--- config.mk ---
export PLATFORM = sky130hd
export DESIGN_NAME = ddsl_top
export DESIGN_NICKNAME = d
export VERILOG_FILES = /design/src/hdl/ddsl_pkg.sv /design/src/hdl/ddsl_sync.sv /design/src/hdl/ddsl_top.sv
export SDC_FILE = /design/constraint.sdc
export NUM_CORES = 1
export LEC_CHECK = 0
export BUFFER_PORTS_ARGS = -buffer_cell sky130_fd_sc_hd__clkbuf_2
export CORE_MARGIN = 3
export CORE_UTILIZATION = 24
export CTS_CLUSTER_DIAMETER = 150
export DETAILED_ROUTE_END_ITERATION = 10
export PLACE_DENSITY = 0.41
export SYNTH_ARGS = -nofsm -noshare
export SYNTH_HDL_FRONTEND = slang
export SYNTH_SLANG_ARGS = --single-unit
export TNS_END_PERCENT = 50
--- constraint.sdc ---
create_clock -name mclk_i -period 2.35 [get_ports mclk_i]
set_clock_uncertainty 0.1 [all_clocks]
set_input_delay 0.235 -clock mclk_i [delete_from_list [all_inputs] [get_ports mclk_i]]
set_output_delay 0.235 -clock mclk_i [all_outputs]
set_load 0.01 [all_outputs]
--- src/hdl/ddsl_pkg.sv ---
// constants for the dual converter serial load front end
// assumes a single 25 MHz system clock samples every pin
package ddsl_pkg;
	localparam int unsigned FRAME_BITS = 24;
	localparam int unsigned CNT_W      = 5;
	localparam int unsigned DAC_W      = 16;
	localparam logic [4:0]  LAST_CNT   = 5'h18;
	localparam logic [15:0] ZERO_CODE  = 16'h0000;
	localparam int unsigned ADDR_HI    = 17;
	localparam int unsigned ADDR_LO    = 16;
	localparam logic [1:0]  ADDR_A     = 2'h0;
	localparam logic [1:0]  ADDR_B     = 2'h1;
	localparam logic [1:0]  ADDR_ALL   = 2'h3;
	localparam int unsigned SYNC_W     = 5;
	localparam logic [4:0]  SYNC_RST   = 5'h1E;
	localparam int unsigned SCLK_BIT   = 0;
	localparam int unsigned SEL_BIT    = 1;
	localparam int unsigned DIN_BIT    = 2;
	localparam int unsigned LOAD_BIT   = 3;
	localparam int unsigned CLR_BIT    = 4;
	typedef enum logic [1:0] {
		DDSL_IDLE,
		DDSL_SHIFT,
		DDSL_HOLD
	} ddsl_state_type;
endpackage : ddsl_pkg

--- src/hdl/ddsl_sync.sv ---
// two flip-flop synchroniser for a group of pin inputs
// assumes inputs are asynchronous to mclk_i
`timescale 1ns/10ps
`default_nettype none
module ddsl_sync #(
	parameter int unsigned      W   = 1,
	parameter logic [W-1:0]     RST = '0
) (
	input  wire logic           mclk_i,
	input  wire logic           arst_n_i,
	input  wire logic [W-1:0]   d_i,
	output logic      [W-1:0]   q_o
);
	logic [W-1:0] meta_reg;

	always_ff @(posedge mclk_i or negedge arst_n_i) begin
		if (!arst_n_i) begin
			meta_reg <= RST;
			q_o      <= RST;
		end else begin
			meta_reg <= d_i;
			q_o      <= meta_reg;
		end
	end
endmodule : ddsl_sync
`default_nettype wire

--- src/hdl/ddsl_top.sv ---
// serial load and update logic of a dual 16-bit voltage output converter
// assumes the host serial clock is well below mclk_i/2 and all pins are asynchronous
`timescale 1ns/10ps
`default_nettype none
module ddsl_top (
	input  wire logic        mclk_i,
	input  wire logic        arst_n_i,
	input  wire logic        sclk_i,
	input  wire logic        sync_n_i,
	input  wire logic        din_i,
	input  wire logic        load_strobe_n_i,
	input  wire logic        async_clear_n_i,
	output logic      [15:0] analog_out_a_o,
	output logic      [15:0] analog_out_b_o,
	output logic      [15:0] input_a_o,
	output logic      [15:0] input_b_o,
	output logic             clear_mode_o,
	output logic             frame_done_o
);
	logic [ddsl_pkg::SYNC_W-1:0]     pins_s;
	logic                            sclk_prev_reg;
	logic                            sel_prev_reg;
	logic                            clr_prev_reg;
	logic                            sclk_fall;
	logic                            sel_fall;
	logic                            clr_fall;
	logic                            sel_low;
	logic                            load_low;
	logic                            clr_low;
	logic                            din_s;
	ddsl_pkg::ddsl_state_type        state_reg;
	ddsl_pkg::ddsl_state_type        state_next;
	logic [ddsl_pkg::CNT_W-1:0]      cnt_reg;
	logic [ddsl_pkg::FRAME_BITS-1:0] shift_reg;
	logic [ddsl_pkg::FRAME_BITS-1:0] shift_next;
	logic                            last_bit;
	logic [1:0]                      addr;
	logic                            wr_a;
	logic                            wr_b;
	logic                            load_go;

	// pins pass two flops before use
	ddsl_sync #(
		.W   (ddsl_pkg::SYNC_W),
		.RST (ddsl_pkg::SYNC_RST)
	) u_sync (
		.mclk_i   (mclk_i),
		.arst_n_i (arst_n_i),
		.d_i      ({async_clear_n_i, load_strobe_n_i, din_i, sync_n_i, sclk_i}),
		.q_o      (pins_s)
	);

	assign sel_low  = !pins_s[ddsl_pkg::SEL_BIT];
	assign load_low = !pins_s[ddsl_pkg::LOAD_BIT];
	assign clr_low  = !pins_s[ddsl_pkg::CLR_BIT];
	assign din_s    = pins_s[ddsl_pkg::DIN_BIT];

	// edge detectors on the synchronised pins
	always_ff @(posedge mclk_i or negedge arst_n_i) begin
		if (!arst_n_i) begin
			sclk_prev_reg <= 1'b0;
			sel_prev_reg  <= 1'b1;
			clr_prev_reg  <= 1'b1;
		end else begin
			sclk_prev_reg <= pins_s[ddsl_pkg::SCLK_BIT];
			sel_prev_reg  <= pins_s[ddsl_pkg::SEL_BIT];
			clr_prev_reg  <= pins_s[ddsl_pkg::CLR_BIT];
		end
	end

	assign sclk_fall = sclk_prev_reg && !pins_s[ddsl_pkg::SCLK_BIT];
	assign sel_fall  = sel_prev_reg && sel_low;
	assign clr_fall  = clr_prev_reg && clr_low;

	assign shift_next = {shift_reg[ddsl_pkg::FRAME_BITS-2:0], din_s};
	assign last_bit   = (state_reg == ddsl_pkg::DDSL_SHIFT) && sclk_fall && sel_low
		&& (cnt_reg == ddsl_pkg::LAST_CNT - 5'h01) && !clr_fall;
	assign addr       = shift_next[ddsl_pkg::ADDR_HI:ddsl_pkg::ADDR_LO];
	assign wr_a       = last_bit && (addr == ddsl_pkg::ADDR_A || addr == ddsl_pkg::ADDR_ALL);
	assign wr_b       = last_bit && (addr == ddsl_pkg::ADDR_B || addr == ddsl_pkg::ADDR_ALL);
	assign load_go    = load_low && !clr_low;

	// frame sequencing
	always_comb begin
		state_next = state_reg;
		case (state_reg)
			ddsl_pkg::DDSL_IDLE: begin
				if (sel_fall) begin
					state_next = ddsl_pkg::DDSL_SHIFT;
				end
			end
			ddsl_pkg::DDSL_SHIFT: begin
				if (!sel_low || clr_fall) begin
					state_next = ddsl_pkg::DDSL_IDLE;
				end else if (last_bit) begin
					state_next = ddsl_pkg::DDSL_HOLD;
				end
			end
			ddsl_pkg::DDSL_HOLD: begin
				if (!sel_low) begin
					state_next = ddsl_pkg::DDSL_IDLE;
				end
			end
			default: begin
				state_next = ddsl_pkg::DDSL_IDLE;
			end
		endcase
	end

	always_ff @(posedge mclk_i or negedge arst_n_i) begin
		if (!arst_n_i) begin
			state_reg <= ddsl_pkg::DDSL_IDLE;
		end else begin
			state_reg <= state_next;
		end
	end

	// bit counter, held at zero outside a frame so stray clocks count nothing
	always_ff @(posedge mclk_i or negedge arst_n_i) begin
		if (!arst_n_i) begin
			cnt_reg <= '0;
		end else if (state_reg != ddsl_pkg::DDSL_SHIFT || !sel_low || clr_fall) begin
			cnt_reg <= '0;
		end else if (sclk_fall) begin
			cnt_reg <= cnt_reg + 5'h01;
		end
	end

	// shift register, emptied as a frame opens so no stale bits survive
	always_ff @(posedge mclk_i or negedge arst_n_i) begin
		if (!arst_n_i) begin
			shift_reg <= '0;
		end else if (state_reg == ddsl_pkg::DDSL_IDLE && sel_fall) begin
			shift_reg <= '0;
		end else if (state_reg == ddsl_pkg::DDSL_SHIFT && sel_low && sclk_fall && !clr_fall) begin
			shift_reg <= shift_next;
		end
	end

	// input register A, written by a complete frame, zeroed by clear
	always_ff @(posedge mclk_i or negedge arst_n_i) begin
		if (!arst_n_i) begin
			input_a_o <= ddsl_pkg::ZERO_CODE;
		end else if (clr_fall) begin
			input_a_o <= ddsl_pkg::ZERO_CODE;
		end else if (wr_a) begin
			input_a_o <= shift_next[ddsl_pkg::DAC_W-1:0];
		end
	end

	// input register B, written by a complete frame, zeroed by clear
	always_ff @(posedge mclk_i or negedge arst_n_i) begin
		if (!arst_n_i) begin
			input_b_o <= ddsl_pkg::ZERO_CODE;
		end else if (clr_fall) begin
			input_b_o <= ddsl_pkg::ZERO_CODE;
		end else if (wr_b) begin
			input_b_o <= shift_next[ddsl_pkg::DAC_W-1:0];
		end
	end

	// output register A follows input A while the load strobe is low and the clear pin is high
	always_ff @(posedge mclk_i or negedge arst_n_i) begin
		if (!arst_n_i) begin
			analog_out_a_o <= ddsl_pkg::ZERO_CODE;
		end else if (clr_fall) begin
			analog_out_a_o <= ddsl_pkg::ZERO_CODE;
		end else if (load_go) begin
			analog_out_a_o <= input_a_o;
		end
	end

	// output register B, updated in the same cycle as A
	always_ff @(posedge mclk_i or negedge arst_n_i) begin
		if (!arst_n_i) begin
			analog_out_b_o <= ddsl_pkg::ZERO_CODE;
		end else if (clr_fall) begin
			analog_out_b_o <= ddsl_pkg::ZERO_CODE;
		end else if (load_go) begin
			analog_out_b_o <= input_b_o;
		end
	end

	// frame completion pulse, raised with the input register write
	always_ff @(posedge mclk_i or negedge arst_n_i) begin
		if (!arst_n_i) begin
			frame_done_o <= 1'b0;
		end else begin
			frame_done_o <= last_bit;
		end
	end

	// clear code mode; a clear in the cycle of a closing bit wins
	always_ff @(posedge mclk_i or negedge arst_n_i) begin
		if (!arst_n_i) begin
			clear_mode_o <= 1'b0;
		end else if (clr_fall) begin
			clear_mode_o <= 1'b1;
		end else if (last_bit) begin
			clear_mode_o <= 1'b0;
		end
	end
endmodule : ddsl_top
`default_nettype wire

==> flow_metrics.tcl <==
set metrics [dict create \
    nNetsFinal 404 \
    final_cells 615 \
    track_usage_pct 10.6 \
    vias_per_cell 4.33 \
    cts.clk_slew.worst_paths_ns 0.07 \
    final_core_util_pct 31.2 \
    htree_levels 3 \
    switchingPower_w 0.000781 \
    synth_edf_count 0 \
    avgSynthCellArea_um2 12.8 \
    yosysWarnings 0 \
    ys_ff_latch 103 \
    tritoncts "done" \
    r2r_start "cnt_reg[0]" \
    diodes 0 \
    cp.required_ns 2.45 \
    critical_path_class "register to register" \
    clk_latency_ns 0.35 \
    crit_arrival_ns 1.99 \
    p_leak_nw 2.52 \
    cp-startpoint "cnt_reg[0]" \
    crit_fanout 13 \
    grt_start_max_net_pins 43 \
    io_pins 73 \
    ys.flop_type "dfrtp_1" \
    num_vias 2663 \
    final_cell_mix "dfrtp_1, clkbuf_2, nand2_1" \
    grt_pass1_vias 2768 \
    core_um2 16200 \
    drcViolationCount 0 \
    syn_area_um2 4070 \
    io_buffers 72 \
    antenna_found_initial 0 \
    cts_buffers 9 \
    intPower_w 0.00280 \
    post-route-min-period_ns 1.88 \
    wl_per_cell_um 14.9 \
    min_period_over_period_pct 80.1 \
    synth_cells 317 \
    maxSlewHeadroom_pct 56.0 \
    routabilityCongestion 0.751 \
    outcome "finished clean" \
    hold_path.class "register to register" \
    design_area_um2 5060 \
    switching_share_pct 21.8 \
    final_common_cell "dfrtp_1" \
    p_seq_share_pct 50.4 \
    hold_start "u_sync.meta_reg[0]" \
    ant_nets 0 \
    end_kind "register" \
    p_clk_share_pct 46.0 \
    maxCapViolCount 0 \
    drt_iter0_drc 75 \
    ir_drop_mv 0.375 \
    initial_core_util_pct 25.1 \
    dieArea_um2 18600 \
    root_buffer "clkbuf_16" \
    fin_tns_setup_ns 0 \
    p_per_area_nw_per_um2 707 \
    row_count 46 \
    fmax_mhz 531 \
    area_growth_syn_to_layout_pct 24.4 \
    dp_cells 593 \
    slew_viol_final 0 \
    wl_um 9160 \
    drtPass1Iterations 4 \
    synth_fp_nets 327 \
    die_w_um 136 \
    dp_hpwl_um 6630 \
    setup-violations-final 0 \
    drive_above_1_share_pct 28.3 \
    rsz0062_at_grt "false" \
    synth_cell_types 35 \
    start_kind "register" \
    placedInstanceArea_um2 4670 \
    clock-sinks 103 \
    preCtsSetupSlack_ns 0.438 \
    ys_seq_area_share_pct 63.6 \
    async_flop_share_pct 100 \
    clockBufferDepth 2 \
    grt_pass1_wl_um 15100 \
    ctsResizeCount 0 \
    worst_slack_ns 0.468 \
    grt_overflow_total 0 \
    comb_power_share_pct 3.7 \
    largest_register_ffs 17 \
    worst_slew_pin_slew_ns 0.659 \
    finalHoldViolations 0 \
    dieHeight_um 136 \
]
cell families (layout without fill, tap and decap cells):
logic type	Yosys count	count (layout)	synth area share, %
DFF	103	103	63.6
and+or+nand+nor	95	95	11.0
muxes	48	48	11.8
AOI/OAI and AO/OA	44	44	9.22
buffers and inverters	22	104	3.01
adders and majority gates	3	3	0.922
xor gates and xnor gates	2	2	0.430
repair_timing:
| item | CTS | global route |
|---|---|---|
| buffers inserted | 0 | 0 |
| hold buffers | 6 | 0 |
| endpoints found under the hold margin | 40 | 0 |
| setup endpoints to repair | 0 | 0 |
area by class of cell:
cell class              count  area, um^2
multi-input cells         192        1370
well taps                 216         270
inverters                   1        3.75
flip-flops and latches    103        2590
clock inverters             6        91.3
clock buffers              10         239
repair buffers             87         503
fillers                  1707       11200
cell usage after synthesis, types with 2 or more instances:
master | instances | area share [%]
dfstp_2 | 10 | 6.5
nand2b_1 | 4 | 0.61
mux2i_1 | 48 | 12
o21ai_0 | 3 | 0.37
nor2b_1 | 4 | 0.61
dfrtp_1 | 93 | 57
nand2_1 | 70 | 6.5
or3_1 | 2 | 0.31
nor2_1 | 3 | 0.28
ha_1 | 3 | 0.92
nand3b_1 | 2 | 0.37
buf_2 | 4 | 0.49
nand4_1 | 2 | 0.31
a21oi_1 | 4 | 0.49
a22o_1 | 32 | 6.9
buf_6 | 2 | 0.55
clkbuf_1 | 13 | 1.2
critical path: stages (launching register included):
cell,delay [ns]
dfrtp_1,0.38
ha_1,0.22
and4b_1,0.40
o2111ai_4,0.40
mux2i_1,0.22
power by group through the flow:
stage	logic, W	clock network [W]	registers (W)
after floorplan	0.0000609	0	0.00183
after CTS	0.000136	0.00171	0.00180
after global placement	0.000128	0	0.00184
after global routing	0.000150	0.00178	0.00180
after detailed placement	0.000128	0	0.00184
final	0.000131	0.00165	0.00180
routing by layer:
metal / wire, um / track usage (%) / part of all wire, % / up-vias
li1: - / - / - / 1269
met1: 4230 / 13.8 / 46 / 1328
met2: 4330 / 16.6 / 47 / 50
met3: 409 / 2.92 / 4.5 / 16
met4: 182 / 4.70 / 2.0 / 0
met5: 0 / 0 / 0 / -
per-stage QoR:
stage | power (W) | hold WS, ns
after global routing | 0.00373 | 0.259
after CTS | 0.00365 | 0.250
final | 0.00358 | 0.249
after detailed placement | 0.00197 | 0.168
after global placement | 0.00196 | 0.161
after floorplan | 0.00189 | -0.161
worst paths after layout:
path                                      to  slack (ns)  cells after the start
setup / recovery               input_b_o[13]        0.47                      4
hold / removal                 u_sync.q_o[0]        0.25                      0
setup reg to reg               input_b_o[13]        0.47                      4
hold reg to reg                u_sync.q_o[0]        0.25                      0
max in group asynchronous  analog_out_a_o[2]        1.06                      3
min in group asynchronous      input_a_o[13]        0.33                      2
No activity file was read; power rests on OpenSTA's default activity.
